==> config.mk <==
export PLATFORM = sky130hd
export DESIGN_NAME = panel_status_indicator_ctrl
export DESIGN_NICKNAME = d
export VERILOG_FILES = /design/src/panel_pkg.sv /design/src/panel_status_indicator_ctrl.sv
export SDC_FILE = /design/constraint.sdc
export NUM_CORES = 1
export LEC_CHECK = 0
export BUFFER_PORTS_ARGS = -buffer_cell sky130_fd_sc_hd__buf_4
export CAP_MARGIN = 20
export CORE_ASPECT_RATIO = 1.5
export CORE_MARGIN = 4
export CORE_UTILIZATION = 50
export CTS_CLUSTER_DIAMETER = 30
export DETAILED_ROUTE_END_ITERATION = 12
export GPL_TIMING_DRIVEN = 0
export PLACE_DENSITY = 0.69
export SLEW_MARGIN = 25
export SYNTH_ARGS = -nofsm -noshare
export SYNTH_HDL_FRONTEND = slang
export SYNTH_SLANG_ARGS = --single-unit
==> constraint.sdc <==
create_clock -name mclk -period 7 [get_ports mclk]
set_input_delay 1.05 -clock mclk [delete_from_list [all_inputs] [get_ports mclk]]
set_output_delay 1.05 -clock mclk [all_outputs]
set_load 0.03 [all_outputs]
==> src/panel_pkg.sv <==
// constants and types shared by the front-panel status/indicator block
// assumes a 20 MHz main clock and a 1 ms prescaled timebase
package panel_pkg;
   localparam int CLK_NS        = 50;
   localparam int TICK_NS       = 1000000;
   localparam int TICK_CYC      = TICK_NS / CLK_NS;
   localparam int FLASH_MS      = 250;
   localparam int FLICKER_MS    = 50;
   localparam int FAULT_FLASH_S = 60;
   localparam int WARMUP_S      = 120;
   localparam int FAULT_TICKS   = FAULT_FLASH_S * 1000;
   localparam int WARMUP_TICKS  = WARMUP_S * 1000;
   // register offsets (byte addresses)
   localparam logic [3:0] REG_CTRL   = 4'h0;
   localparam logic [3:0] REG_STATUS = 4'h4;
   localparam logic [3:0] REG_ERRS   = 4'h8;
   // control field positions
   localparam int CTRL_START = 0;
   localparam int CTRL_CLEAR = 1;
   localparam int CTRL_ABORT = 2;
   localparam int CTRL_BTM   = 3;
   localparam logic [7:0] CTRL_RST = 8'h00;
   localparam logic [7:0] CODE_NONE = 8'h00;
   localparam logic [2:0] MODE_NORMAL = 3'h0;
   localparam logic [2:0] MODE_EXER   = 3'h2;
   localparam logic [2:0] CLASS_NORM_MAX = 3'h2;
   // exerciser step codes
   localparam logic [3:0] T_END    = 4'h0;
   localparam logic [3:0] T_SELF   = 4'h1;
   localparam logic [3:0] T_FMT_SD = 4'h2;
   localparam logic [3:0] T_FSCAN  = 4'h3;
   localparam logic [3:0] T_FBFLY  = 4'h4;
   localparam logic [3:0] T_FWR    = 4'h5;
   localparam logic [3:0] T_SET_DD = 4'h6;
   localparam logic [3:0] T_SET_SD = 4'h7;
   localparam logic [3:0] T_WSCAN  = 4'h8;
   localparam logic [3:0] T_WBFLY  = 4'h9;
   localparam logic [3:0] T_WWR    = 4'ha;
   localparam logic DRV_FLOPPY = 1'b0;
   localparam logic DRV_FIXED  = 1'b1;
   typedef struct packed {
      logic       valid;
      logic       drive;
      logic [7:0] code;
   } err_evt_t;
   typedef struct packed {
      logic valid;
      logic drive;
   } err_clr_t;
   typedef struct packed {
      logic flp_activity;
      logic flp_door_lock;
      logic fix_ready;
      logic flp_wp;
      logic fix_wp;
      logic fault;
      logic flp_err;
      logic fix_err;
   } leds_t;
   typedef enum logic [1:0] {DG_IDLE, DG_ISSUE, DG_WAIT, DG_DONE} diag_st_t;
endpackage

==> src/panel_status_indicator_ctrl.sv <==
// front-panel indicators, two-digit error display and exerciser sequencer
// pins arrive asynchronously; error, access and test-done inputs are on mclk
//
// Summary of operation
// floppy activity lit and door locked (if fitted) while head loaded.
// after power-up, flash ready and write protect fixed disk two minutes.
// after warm-up, ready steady only when bad track map read fine.
// each fixed-disk read or write access flickers the ready indicator.
// drive fault turns ready off until fault clears.
// floppy protect lit by panel switch or protected diskette.
// fixed protect lit while panel switch protects fixed disk.
// error flashes fault one minute, then steady until cleared.
// new error restarts the one-minute fault flash.
// bus initialize turns fault indicator off at once.
// error indicator of displayed error's drive flashes.
// display flashes latest error code, shows 00 with no error.
// bus initialize clears every recorded error.
// during a test show test code, 00 when done, error when failed.
// both drives in error: latest flashes, other drive indicator steady.
// clearing latest error moves display to other drive's error.
// class 0 runs full floppy exerciser list incl. density steps.
// class 1 runs class 0 list without single-density format.
// class 2 runs fixed disk self-test, scan, butterfly, write/read.
// class 3 runs floppy general exerciser with format, then fixed.
// classes 4 and 5 single pass; 4 formats floppy, 5 does not.
// class 6 floppy without format, fixed without write/read.
// bus initialize out of normal mode aborts, zeroes mode/class, homes.
// bus initialize in normal mode zeroes an out-of-range class.
// all timing from a prescaled timebase with parameter periods.
//
// The strobed register port and the address map were chosen for this implementation.
`timescale 1ns/1ps
`default_nettype none
module panel_status_indicator_ctrl
   import panel_pkg::*;
#(
   parameter int TICK_CYCLES   = TICK_CYC,
   parameter int FLASH_TICKS   = FLASH_MS,
   parameter int FLICKER_TICKS = FLICKER_MS,
   parameter int FAULT_TKS     = FAULT_TICKS,
   parameter int WARMUP_TKS    = WARMUP_TICKS
) (
   input  wire logic              mclk,
   input  wire logic              rst_n,
   input  wire logic              head_loaded,
   input  wire logic              lock_fitted,
   input  wire logic              flp_wp_switch,
   input  wire logic              flp_disk_wp,
   input  wire logic              fix_wp_switch,
   input  wire logic              drive_fault,
   input  wire logic              bus_init,
   input  wire logic              execute_btn,
   input  wire logic [2:0]        mode_sw,
   input  wire logic [2:0]        class_sw,
   input  wire logic              fix_access,
   input  wire panel_pkg::err_evt_t err_evt,
   input  wire panel_pkg::err_clr_t err_clr,
   input  wire logic              test_done,
   input  wire logic              test_err,
   input  wire logic [3:0]        addr,
   input  wire logic [7:0]        wdata,
   input  wire logic              wr,
   input  wire logic              rd,
   output logic [7:0]             rdata,
   output panel_pkg::leds_t       leds,
   output logic [7:0]             disp_code,
   output logic                   disp_blank,
   output logic                   fix_wp_force,
   output logic                   home_drives,
   output logic                   test_req,
   output logic [3:0]             test_id
);
   localparam int NSYNC = 14;
   initial begin
      if (TICK_CYCLES < 2 || FLASH_TICKS < 1 || FLICKER_TICKS < 1 ||
          FAULT_TKS < 1 || WARMUP_TKS < 1 || WARMUP_TKS >= (1 << 20) ||
          FAULT_TKS >= (1 << 20) || FLASH_TICKS >= 65536 ||
          FLICKER_TICKS >= 65536 || TICK_CYCLES >= 65536)
         $error("panel_status_indicator_ctrl: unsupported timing parameter");
   end
   // two-stage synchronisers for every pin input, switches included
   logic [NSYNC-1:0] s1_q;
   logic [NSYNC-1:0] s2_q;
   always_ff @(posedge mclk or negedge rst_n) begin
      if (!rst_n) begin
         s1_q <= '0;
         s2_q <= '0;
      end else begin
         s1_q <= {head_loaded, lock_fitted, flp_wp_switch, flp_disk_wp, fix_wp_switch,
                  drive_fault, bus_init, execute_btn, mode_sw, class_sw};
         s2_q <= s1_q;
      end
   end
   logic       head_s, lock_s, fwps_s, fdwp_s, xwps_s, fault_s, init_s, exec_s;
   logic [2:0] msw_s, csw_s;
   assign {head_s, lock_s, fwps_s, fdwp_s, xwps_s, fault_s, init_s, exec_s, msw_s, csw_s}
          = s2_q;
   genvar g;
   logic init_d1_q, exec_d1_q;
   logic init_p, exec_p;
   always_ff @(posedge mclk or negedge rst_n) begin
      if (!rst_n)
         {init_d1_q, exec_d1_q} <= 2'b00;
      else
         {init_d1_q, exec_d1_q} <= {init_s, exec_s};
   end
   assign init_p = init_s & ~init_d1_q;
   assign exec_p = exec_s & ~exec_d1_q;
   // prescaled timebase
   logic [15:0] pre_q;
   logic        tick;
   assign tick = (pre_q == 16'(TICK_CYCLES - 1));
   always_ff @(posedge mclk or negedge rst_n) begin
      if (!rst_n)
         pre_q <= 16'h0000;
      else
         pre_q <= tick ? 16'h0000 : pre_q + 16'h0001;
   end
   // flash cadence
   logic [15:0] fl_cnt_q;
   logic        flash_q;
   always_ff @(posedge mclk or negedge rst_n) begin
      if (!rst_n) begin
         fl_cnt_q <= 16'h0000;
         flash_q  <= 1'b0;
      end else if (tick) begin
         fl_cnt_q <= (fl_cnt_q == 16'(FLASH_TICKS - 1)) ? 16'h0000 : fl_cnt_q + 16'h0001;
         flash_q  <= flash_q ^ (fl_cnt_q == 16'(FLASH_TICKS - 1));
      end
   end
   // warm-up window after power-up
   logic [19:0] warm_q;
   logic        warm_done;
   assign warm_done = (warm_q == 20'(WARMUP_TKS));
   always_ff @(posedge mclk or negedge rst_n) begin
      if (!rst_n)
         warm_q <= 20'h00000;
      else if (tick && !warm_done)
         warm_q <= warm_q + 20'h00001;
   end
   // flicker stretch after an access
   logic [15:0] flk_q;
   always_ff @(posedge mclk or negedge rst_n) begin
      if (!rst_n)
         flk_q <= 16'h0000;
      else if (fix_access)
         flk_q <= 16'(FLICKER_TICKS);
      else if (tick && flk_q != 16'h0000)
         flk_q <= flk_q - 16'h0001;
   end

   // control register
   logic [7:0] ctrl_q;
   logic       wr_ctrl;
   logic       sw_start, sw_clear, sw_abort, btm_ok;
   assign wr_ctrl  = wr && (addr == REG_CTRL);
   assign sw_start = wr_ctrl && wdata[CTRL_START];
   assign sw_clear = wr_ctrl && wdata[CTRL_CLEAR];
   assign sw_abort = wr_ctrl && wdata[CTRL_ABORT];
   assign btm_ok   = ctrl_q[CTRL_BTM];
   always_ff @(posedge mclk or negedge rst_n) begin
      if (!rst_n)
         ctrl_q <= CTRL_RST;
      else if (wr_ctrl)
         ctrl_q <= {4'h0, wdata[CTRL_BTM], 3'h0};
   end

   // error record per drive; a new error beats a clear in the same cycle
   logic [1:0] ev_v_q;
   logic [7:0] code_q [2];
   logic       recent_q;
   logic       clr_all;
   assign clr_all = init_p | sw_clear;
   generate
      for (g = 0; g < 2; g++) begin : g_err
         logic set_g, clr_g;
         assign set_g = err_evt.valid && (err_evt.drive == 1'(g));
         assign clr_g = clr_all ||
                        (err_clr.valid && (err_clr.drive == 1'(g)));
         always_ff @(posedge mclk or negedge rst_n) begin
            if (!rst_n) begin
               ev_v_q[g] <= 1'b0;
               code_q[g] <= CODE_NONE;
            end else if (set_g) begin
               ev_v_q[g] <= 1'b1;
               code_q[g] <= err_evt.code;
            // init clears all
            end else if (clr_g) begin
               ev_v_q[g] <= 1'b0;
            end
         end
      end
   endgenerate

   // latest error falls back to the other drive
   always_ff @(posedge mclk or negedge rst_n) begin
      if (!rst_n)
         recent_q <= DRV_FLOPPY;
      else if (err_evt.valid)
         recent_q <= err_evt.drive;
      else if (err_clr.valid && err_clr.drive == recent_q &&
               ev_v_q[~recent_q])
         recent_q <= ~recent_q;
   end

   // fault flash period
   logic [19:0] flt_q;
   logic        fault_on_q;
   logic        any_err;
   assign any_err = |ev_v_q;
   always_ff @(posedge mclk or negedge rst_n) begin
      if (!rst_n) begin
         flt_q      <= 20'h00000;
         fault_on_q <= 1'b0;
      // restart on a new error
      end else if (err_evt.valid) begin
         flt_q      <= 20'h00000;
         fault_on_q <= 1'b1;
      // init extinguishes
      end else if (init_p || !any_err) begin
         fault_on_q <= 1'b0;
      end else if (tick && flt_q != 20'(FAULT_TKS)) begin
         flt_q <= flt_q + 20'h00001;
      end
   end
   // mode and class latched from the panel on execute
   logic [2:0] mode_q, class_q;
   logic       start_req;
   diag_st_t   dg_q;
   logic [3:0] idx_q;
   logic [3:0] step;
   logic       home_q;
   assign start_req = exec_p | sw_start;
   always_ff @(posedge mclk or negedge rst_n) begin
      if (!rst_n) begin
         mode_q  <= MODE_NORMAL;
         class_q <= 3'h0;
         home_q  <= 1'b0;
      end else begin
         // abort, zero and home
         home_q <= init_p && mode_q != MODE_NORMAL;
         if (init_p && mode_q != MODE_NORMAL) begin
            mode_q  <= MODE_NORMAL;
            class_q <= 3'h0;
         // range check class
         end else if (init_p) begin
            class_q <= (class_q > CLASS_NORM_MAX) ? 3'h0 : class_q;
         end else if (exec_p && dg_q != DG_ISSUE && dg_q != DG_WAIT) begin
            mode_q  <= msw_s;
            class_q <= csw_s;
         end
      end
   end
   // step list for the exerciser classes
   function automatic logic [3:0] step_at(input logic [2:0] c, input logic [3:0] i);
      logic [3:0] j;
      logic [3:0] k;
      begin
         step_at = T_END;
         k = 4'hf;
         // format slot skipped outside classes 0, 3 and 4
         j = (c == 3'h0 || c == 3'h3 || c == 3'h4 || i == 4'h0) ? i : i + 4'h1;
         // fixed disk only after self-test
         if (c == 3'h2)
            k = i - 4'h1;
         // fixed tests follow the floppy list
         else if (c >= 3'h3 && j >= 4'ha)
            k = j - 4'ha;
         // floppy exerciser order
         case ((c == 3'h2 && i != 4'h0) ? 4'hf : j)
            4'h0: step_at = T_SELF;
            4'h1: step_at = T_FMT_SD;
            4'h2: step_at = T_FSCAN;
            4'h3: step_at = T_FBFLY;
            4'h4: step_at = T_FWR;
            4'h5: step_at = T_SET_DD;
            4'h6: step_at = T_FSCAN;
            4'h7: step_at = T_FBFLY;
            4'h8: step_at = T_FWR;
            4'h9: step_at = T_SET_SD;
            default: ;
         endcase
         case (k)
            4'h0: step_at = T_WSCAN;
            4'h1: step_at = T_WBFLY;
            // class 6 skips write/read
            4'h2: step_at = (c == 3'h6) ? T_END : T_WWR;
            default: ;
         endcase
      end
   endfunction
   assign step = step_at(class_q, idx_q);
   logic       single_pass, stop_dg, treq_q;
   logic [3:0] tid_q;
   // classes 4 and 5 run once
   assign single_pass = (class_q == 3'h4) || (class_q == 3'h5);
   assign stop_dg = (init_p && mode_q != MODE_NORMAL) || sw_abort;
   always_ff @(posedge mclk or negedge rst_n) begin
      if (!rst_n) begin
         dg_q   <= DG_IDLE;
         idx_q  <= 4'h0;
         tid_q  <= T_END;
         treq_q <= 1'b0;
      end else begin
         treq_q <= 1'b0;
         if (stop_dg) begin
            dg_q <= DG_IDLE;
         end else begin
            case (dg_q)
               DG_ISSUE: begin
                  if (step == T_END) begin
                     idx_q <= 4'h0;
                     if (single_pass)
                        dg_q <= DG_DONE;
                  end else begin
                     tid_q  <= step;
                     treq_q <= 1'b1;
                     dg_q   <= DG_WAIT;
                  end
               end
               DG_WAIT: begin
                  if (test_done && test_err)
                     dg_q <= DG_IDLE;
                  else if (test_done) begin
                     idx_q <= idx_q + 4'h1;
                     dg_q  <= DG_ISSUE;
                  end
               end
               default: begin
                  // only mode 2 sequences live here; class 7 is refused
                  if (start_req && msw_s == MODE_EXER && csw_s != 3'h7) begin
                     idx_q <= 4'h0;
                     dg_q  <= DG_ISSUE;
                  end
               end
            endcase
         end
      end
   end
   assign test_req    = treq_q;
   assign test_id     = tid_q;
   assign home_drives = home_q;
   // registered panel outputs
   logic [7:0] shown;
   logic       running;
   logic       shown_drv;
   assign running   = (dg_q == DG_ISSUE) || (dg_q == DG_WAIT);
   assign shown_drv = ev_v_q[recent_q] ? recent_q : ~recent_q;
   always_comb begin
      // latest error code
      if (any_err)
         shown = code_q[shown_drv];
      // test code while running
      else if (running)
         shown = {1'b0, mode_q, 1'b0, class_q};
      else
         shown = CODE_NONE;
   end
   leds_t      leds_q;
   logic [7:0] disp_q;
   logic       blank_q;
   always_ff @(posedge mclk or negedge rst_n) begin
      if (!rst_n) begin
         leds_q  <= '0;
         disp_q  <= CODE_NONE;
         blank_q <= 1'b0;
      end else begin
         // activity and lock
         leds_q.flp_activity  <= head_s;
         leds_q.flp_door_lock <= head_s & lock_s;
         // fault wins; R02: warm-up flash; R03, R04: map read and flicker
         leds_q.fix_ready <= !fault_s &&
                             (warm_done ? btm_ok && flk_q == 16'h0000 : flash_q);
         // floppy protect
         leds_q.flp_wp <= fwps_s | fdwp_s;
         // fixed protect
         leds_q.fix_wp <= xwps_s;
         // flash then steady
         leds_q.fault <= fault_on_q && (flt_q == 20'(FAULT_TKS) || flash_q);
         // shown drive flashes; R15: other steady
         leds_q.flp_err <= ev_v_q[DRV_FLOPPY] && (shown_drv != DRV_FLOPPY || flash_q);
         leds_q.fix_err <= ev_v_q[DRV_FIXED] && (shown_drv != DRV_FIXED || flash_q);
         disp_q  <= shown;
         blank_q <= any_err && !flash_q;
      end
   end
   assign leds         = leds_q;
   assign disp_code    = disp_q;
   assign disp_blank   = blank_q;
   // protect held through warm-up
   assign fix_wp_force = ~warm_done;
   // register reads; unmapped reads give zero
   logic [7:0] rd_q;
   always_ff @(posedge mclk or negedge rst_n) begin
      if (!rst_n)
         rd_q <= 8'h00;
      else if (rd && addr == REG_CTRL)
         rd_q <= ctrl_q;
      else if (rd && addr == REG_STATUS)
         rd_q <= {running, dg_q == DG_DONE, ev_v_q, recent_q, class_q};
      else if (rd && addr == REG_ERRS)
         rd_q <= shown;
      else
         rd_q <= 8'h00;
   end
   assign rdata = rd_q;
endmodule
`default_nettype wire

==> impl_results.md, run 1 <==
- Status: finished clean
- Number of synthesized flops with an enable pin: 0
- GRT Overall Usage: about a fifth
- Placed cells: around 1100
- RR Startpoint: idx_q[0]
- Clock slew at the register clock pins of the worst setup and hold paths: 0.07 ns
- Core area: 0.0163 mm^2
- Seq/Total Area, Yosys: between 50% and 60%
- Wire length per cell: 17.0 um
- Final Hold Fails: 0
- Pwr per Cell Area: approximately 270 mW/mm^2
- Average cell area after synthesis: 10.8 um^2
- Worst min-delay path endpoint: s2_q[12]
- Nets@finish: between 900 and 1000
- Hold Buf Count CTS: 0
- Worst slew pin tran: roughly 0.90 ns
- Reported max-cap violation count: 0
- Period minus WS final: 3.93 ns
- Final ANT Viol Nets: 0
- Multi-input logic area: 0.00367 mm^2
- Htree depth: 4
- Util after Layout: between 60% and 70%
- FF-to-FF setup slack: 3.07 ns
- Die width: between 100 and 150 um
- Number of buffers created by CTS: 17
- Crit path DAT: 4.24 ns
- Ys flop type: dfrtp_1
- Seq. cell area: 0.00458 mm^2
- Global-route wire length before repair: 30.4 mm
- Finished Layout Cells: 1088
- Worst setup EP type: flop
- Hold Path Stages: 0
- Vias per cell: 5.60
- Yosys warns: 0
- Req. time, crit path: 7.31 ns
- I/O Buffers: 70
- CTS Buffer Depth: 2
- First-pass DRT Iterations: 5
- Unique cell type count in the Yosys netlist: 78
- Total Routed Length: 18.5 mm
- # DRC: 0
- Max incr delay on CP: between 0.5 and 0.6 ns
- R2r worst-path depth: 11
- CP Max Fanout: 10
- # clock sinks: 183
- Largest net degree at the start of global routing: 75
- FF-to-FF End: test_id[0]
- Final Skew: 0.00951 ns
- Final slew viol count: 0
- Hold Path Origin: s1_q[12]
- Area Growth Syn to Fin: 17.4%
- Leakage: 4.39 nW
- Starting Density: 51.5%
- Max_slew headroom: 39.5%
- Die H: between 150 and 200 um
- Die area: between 0.015 and 0.02 mm^2
- Root Driver: clkbuf_16
- Final setup viols: 0
- Seq cells post-synth: 183
- DR vias: 6095
- # diodes: 0
- First DRT Iteration DRCs: 470
- Syn_nets: 837
- RSZ-0062 raised after global routing: false
- Final HPWL DP: 13.7 mm
- Number of post-CTS setup repair buffers: 0
- TNS Setup: 0 ns
- Io pins: 77
- Worst hold-check path type: flop to flop
- GR Overflow Total: 0
- Post-CTS resize count: 0
- GPL Wtd Cong: around 0.92
- Cell chain of the critical path: buf_2 > inv_1 > ha_1 > nor3b_1 > o221ai_1 > a22oi_1 > a2bb2oi_1 > o22a_1 > o221a_2 > nor2_1 > mux2_1
- Cells after Synth: 778
- CTS tree: yes
- Initial antenna violation count: 0
- Fill cells: 1343
- Crit-path slowest cell: nor3b_1
- Max VDD drop: 0.207 mV
- Vias in the first global route: 6317
- Overall power: ~2.7 mW
- Final period util: a little under three fifths
- Clk_lat worst skew: 0.43 ns
- Crit start category: flop
- Post-synth ARST share: 100%
- F_max: 254 MHz
- Crit path kind: flop to flop
- Synth Cell Area: 0.00840 mm^2
- Layout cells sized above 1: 15.9%
- Num rows: 57
-- per-layer routing --
metal / track usage [%] / part of all wire [%] / vias to the layer above / wire [um]
met2: 35.0 / 54 / 143 / 9910
met5: 0 / 0 / - / 0
met3: 4.14 / 3.7 / 42 / 678
met1: 23.4 / 40 / 2998 / 7380
met4: 8.17 / 2.9 / 0 / 535
li1: - / - / 2912 / -
-- layout make-up --
class | count | area share [%]
sequential | 183 | 46.4
multi-input combinational | 554 | 37.2
timing repair buffer | 72 | 5.96
clock buffer | 17 | 4.31
tap | 206 | 2.61
clock inverter | 15 | 1.89
inverter | 22 | 0.837
buffer | 19 | 0.812
-- worst max-delay path by stage --
| stage | start | endpoint | slack (ns) | depth (start not counted) |
|---|---|---|---|---|
| floorplan | idx_q[0] | test_id[0] | 3.87 | 11 |
| global placement | idx_q[0] | test_id[1] | 3.20 | 11 |
| detailed placement | idx_q[0] | test_id[0] | 3.20 | 11 |
| CTS | idx_q[0] | test_id[0] | 3.18 | 11 |
| global route | idx_q[0] | test_id[0] | 2.88 | 11 |
| finish | idx_q[0] | test_id[0] | 3.07 | 11 |
-- logic make-up (layout without fill, tap and decap cells) --
kind of cell             after synthesis  after routing  share of synthesized area (%)
AO/OA/AOI/OAI                        100            100                           8.44
adder cells (fa/ha/maj)               14             14                           2.08
buffers and inverters                 41            145                           1.94
flip-flops                           183            183                           54.5
AND/OR/NAND/NOR                      324            324                           20.1
XOR/XNOR                              77             77                           8.02
multiplexers                          39             39                           4.96
-- registers in the layout, indices dropped and copies added (netlist names), 2 cells and up --
register   cells
ev_v_q         2
flt_q         20
flk_q         16
test_id        4
leds           8
class_q        3
s1_q          14
code_q        16
idx_q          4
dg_q           2
s2_q          14
pre_q         16
disp_code      8
mode_q         3
fl_cnt_q      16
warm_q        20
rdata          8
-- layout by cell type, fill, tap and decap left out, types with 14 or more instances in the layout --
cell type	synthesis	routed
mux2i_1	18	17
nor3_1	16	16
xor2_1	34	34
a21oi_1	24	24
clkbuf_16	0	17
dfrtp_1	183	183
nand4_1	15	15
buf_4	0	69
ha_1	14	14
nand3_1	44	44
clkbuf_1	16	16
nor2_1	91	91
xnor2_1	43	43
o21ai_0	23	23
mux2_2	17	17
nand2_1	62	62
and3_1	19	19
inv_1	20	20
-- through the flow --
stage / hold WS, ns / instance area, um^2 / setup WS (ns)
after detailed placement: 0.336 / 9250 / 3.20
after CTS: 0.352 / 9870 / 3.18
after global placement: 0.334 / 9190 / 3.20
final: 0.348 / 9870 / 3.07
after global routing: 0.361 / 9870 / 2.88
after floorplan: 0.331 / 8400 / 3.87
-- report_power, final --
part,internal (mW),switching (mW),total (mW)
clock network,0.514,0.452,0.967
logic,0.208,0.339,0.547
registers,1.13,0.0431,1.17
-- cell usage after synthesis, drive strengths merged, types with 3 or more instances --
| master | n | area [um^2] |
|---|---|---|
| dfrtp | 183 | 4580 |
| nor3 | 16 | 80.1 |
| o21ai | 25 | 125 |
| and4 | 6 | 52.6 |
| inv | 21 | 78.8 |
| o22ai | 3 | 18.8 |
| a22oi | 5 | 37.5 |
| a21oi | 24 | 120 |
| o21a | 4 | 30.0 |
| or3b | 3 | 26.3 |
| clkbuf | 16 | 60.1 |
| nand3 | 44 | 220 |
| o2111ai | 3 | 26.3 |
| and3 | 19 | 119 |
| mux2 | 21 | 236 |
| or4 | 4 | 33.8 |
| xor2 | 34 | 298 |
| or4b | 4 | 43.8 |
| ha | 14 | 175 |
| a32o | 4 | 40.0 |
| nor3b | 5 | 37.5 |
| xnor2 | 43 | 377 |
| nor4 | 4 | 31.3 |
| nor2b | 9 | 56.3 |
| mux2i | 18 | 180 |
| buf | 3 | 20.0 |
| nor2 | 91 | 342 |
| or2 | 6 | 37.5 |
| and2 | 6 | 37.5 |
| nand4 | 15 | 93.8 |
| or3 | 6 | 37.5 |
| nand2b | 10 | 62.6 |
| o2bb2ai | 4 | 35.0 |
| nor4b | 5 | 58.8 |
| nand2 | 62 | 233 |
-- critical path: cells and delay by family, from the launching register on --
kind / cells / cell delay (ns)
flops: 1 / 0.38
fa+ha+maj: 1 / 0.29
mux: 1 / 0.36
buf+inv: 2 / 0.39
compound gates: 5 / 1.49
simple gates: 2 / 0.91
Power figures use the tool's default switching activity.
==> run 2, diff against run 1 <==
--- a/config.mk
+++ b/config.mk
@@ -13,7 +13,7 @@
 export CTS_CLUSTER_DIAMETER = 30
 export DETAILED_ROUTE_END_ITERATION = 12
 export GPL_TIMING_DRIVEN = 0
-export PLACE_DENSITY = 0.69
+export PLACE_DENSITY = 0.72
 export SLEW_MARGIN = 25
 export SYNTH_ARGS = -nofsm -noshare
 export SYNTH_HDL_FRONTEND = slang
==> constraint.sdc (replaced) <==
create_clock -name mclk -period 3.6 [get_ports mclk]
set_input_delay 0.54 -clock mclk [delete_from_list [all_inputs] [get_ports mclk]]
set_output_delay 0.54 -clock mclk [all_outputs]
set_load 0.03 [all_outputs]
==> impl_results.md, run 2 (synthesized netlist as in run 1, its figures left out) <==
- Largest regs: flt_q (20), warm_q (20)
- Nets@finish: 928 (unchanged)
- Total Routed Length: 18.0 mm (-2.8%)
- Largest net degree at the start of global routing: 63 (-16%)
- Overall power: 5.24 mW (+95%)
- # diodes: 0 (unchanged)
- Multi-input logic area: 0.00370 mm^2 (+0.92%)
- TNS Setup: 0 ns (unchanged)
- Vias per cell: 5.59 (-0.13%)
- Clock slew at the register clock pins of the worst setup and hold paths: 0.07 ns (about the same)
- Crit path kind: flop to flop
- Number of post-CTS setup repair buffers: 0 (unchanged)
- Leakage: 4.39 nW (+0.10%)
- # DRC: 0 (unchanged)
- GPL Wtd Cong: 0.920 (+0.12%)
- Die width: 114 um (unchanged)
- Worst slew pin tran: 0.958 ns (+0.0584 ns)
- Final instance area: 0.00989 mm^2 (+0.23%)
- Final Skew: 0.0103 ns (+0.000827 ns)
- Seq. cell area: 0.00458 mm^2 (unchanged)
- Global-route wire length before repair: 30.4 mm (+0.20%)
- First-pass DRT Iterations: 6 (+1)
- Cell chain of the critical path: buf_2 > inv_1 > ha_1 > nor3b_4 > o221ai_1 > a22oi_2 > nand2_1 > nor3b_1 > o221a_2 > nor2_2 > mux2_1
- Met3 Resource Use GR: 3.85% (-0.29 points)
- Path length in cells of the critical path: 11 (unchanged)
- I/O Buffers: 70 (unchanged)
- Req. time, crit path: 3.92 ns (-3.39 ns)
- Root Driver: clkbuf_16
- CTS Buffer Depth: 2 (unchanged)
- Die H: 167 um (unchanged)
- Initial antenna violation count: 0 (unchanged)
- Crit path buf inv count: 2 (unchanged)
- Vias in the first global route: 6174 (-2.3%)
- Crit path DAT: 3.73 ns (-0.51 ns)
- Worst path top cell family by delay: simple AND/OR/NAND/NOR gates
- Wire length per cell: 16.5 um (-2.8%)
- CP Max Fanout: 10 (unchanged)
- DP Area: 0.00925 mm^2 (unchanged)
- Die area: 0.0190 mm^2 (unchanged)
- F_max: 293 MHz (+15%)
- Fill cells: 1382 (+2.9%)
- Num rows: 57 (unchanged)
- # clock sinks: 183 (unchanged)
- First DRT Iteration DRCs: 424 (-9.8%)
- GR Overflow Total: 0 (unchanged)
- Switch share: 31.1% (-0.042 points)
- Hold Buf Count CTS: 0 (unchanged)
- R2r worst-path depth: 11 (unchanged)
- CTS tree: yes
- Number of buffers created by CTS: 17 (unchanged)
- Sequential Power Share: 43.4% (-0.2 points)
- GRT Overall Usage: 20.0% (+0.11 points)
- Grt peak-use layer: met2
- RSZ-0062 raised after global routing: false
- Met2 Use GR: 35.5% (+0.44 points)
- Status: finished clean
- Clk_lat worst skew: 0.43 ns (about the same)
- Most frequent cells in the layout: dfrtp_1, nor2_1, buf_4, nand2_1, nand3_1
- Max incr delay on CP: 0.38 ns (-0.18 ns)
- Pwr per Cell Area: 529 mW/mm^2 (+95%)
- Final Hold Fails: 0 (unchanged)
- Final HPWL DP: 13.2 mm (-3.8%)
- Starting Density: 51.5% (unchanged)
- Grt met1 use: 24.0% (+0.66 points)
- Area Growth Syn to Fin: 17.7%
- Sw power: 1.63 mW (+95%)
- Final setup viols: 0 (unchanged)
- Clk pwr share: 35.9% (about the same)
- Htree depth: 4 (unchanged)
- Max_slew headroom: 35.6% (-3.9 points)
- Commonest non-fill, non-tap cell in the layout: dfrtp_1
- Period minus WS final: 3.41 ns (-0.518 ns)
- Final ANT Viol Nets: 0 (unchanged)
- Max VDD drop: 0.347 mV (+68%)
- Reported max-cap violation count: 0 (unchanged)
- Final period util: 94.8% (+39 points)
- Worst setup EP type: flop
- Gate power share: 20.7% (+0.3 points)
- Core area: 0.0163 mm^2 (unchanged)
- Crit-path slowest cell: dfrtp_1
- Crit start category: flop
- Final slew viol count: 0 (unchanged)
- Worst hold-check path type: primary input to asynchronous set/reset pin
- Layout cells sized above 1: 16.4% (+0.57 points)
- Io pins: 77 (unchanged)
- DR vias: 6087 (-0.13%)
- Internal: 3.61 mW (+95%)
==> run 2: changes by cell type in the layout (fill, tap and decap cells not counted), moves of 2 or more <==
cell and delta:
clkinv_4 -4, inv_6 +3, inv_8 +2, clkinv_8 -2
==> run 2: timing repair <==
action | in CTS | in global routing
endpoints found under the hold margin | 0 | 0
endpoints found under the setup margin | 4 | 4
resized for setup | 1 | 5
==> run 2: layout make-up <==
class	count	area share [%]
clock inverters	15	1.77
flip-flops and latches	183	46.3
well taps	206	2.61
plain buffers	19	0.810
inverters	22	0.835
clock buffers	17	4.30
repair buffers	72	5.95
multi-input cells	554	37.4
==> run 2: worst register-to-register path, delay by kind of cell (launching register included) <==
family / cells / cell delay, ns
AOI/OAI and AO/OA: 3 / 0.94
adders and majority gates: 1 / 0.28
buffers and inverters: 2 / 0.40
DFF: 1 / 0.38
muxes: 1 / 0.36
and+or+nand+nor: 4 / 0.95
==> run 2: worst paths after layout <==
path	startpoint	to	slack (ns)
min in group mclk	flp_disk_wp	s1_q[10]	0.21
worst max register to register	idx_q[0]	test_id[2]	0.19
worst min-delay path	rst_n	flk_q[9]	0.03
max in group asynchronous	rst_n	s1_q[6]	2.56
worst max-delay path	idx_q[0]	test_id[2]	0.19
worst min register to register	s1_q[6]	s2_q[6]	0.35
==> run 2: power by group through the flow <==
| stage | sequential [mW] | combinational [mW] | clock, mW |
|---|---|---|---|
| 2_1_floorplan | 2.39 | 0.602 | 0 |
| 3_3_place_gp | 2.31 | 1.03 | 0 |
| 3_5_place_dp | 2.31 | 1.05 | 0 |
| 4_1_cts | 2.27 | 1.06 | 1.93 |
| 5_1_grt | 2.29 | 1.19 | 2.03 |
| 6_report | 2.27 | 1.09 | 1.88 |
==> run 2: through the flow <==
stage	setup slack, ns	hold slack, ns	cells	utilization (%)
after floorplan	0.472	0.244	778	-
after global placement	-0.196	0.332	1054	56.3
after detailed placement	-0.188	0.335	1056	56.7
after CTS	0.00483	0.0422	1088	60.4
after global routing	0.0289	0.0640	1088	60.5
final	0.187	0.0320	1088	60.5
==> run 2: layer usage <==
layer	vias to the layer above	share of wire, %
met4	0	2.8
met5	-	0
li1	2917	-
met2	123	54
met3	35	3.6
met1	3012	40
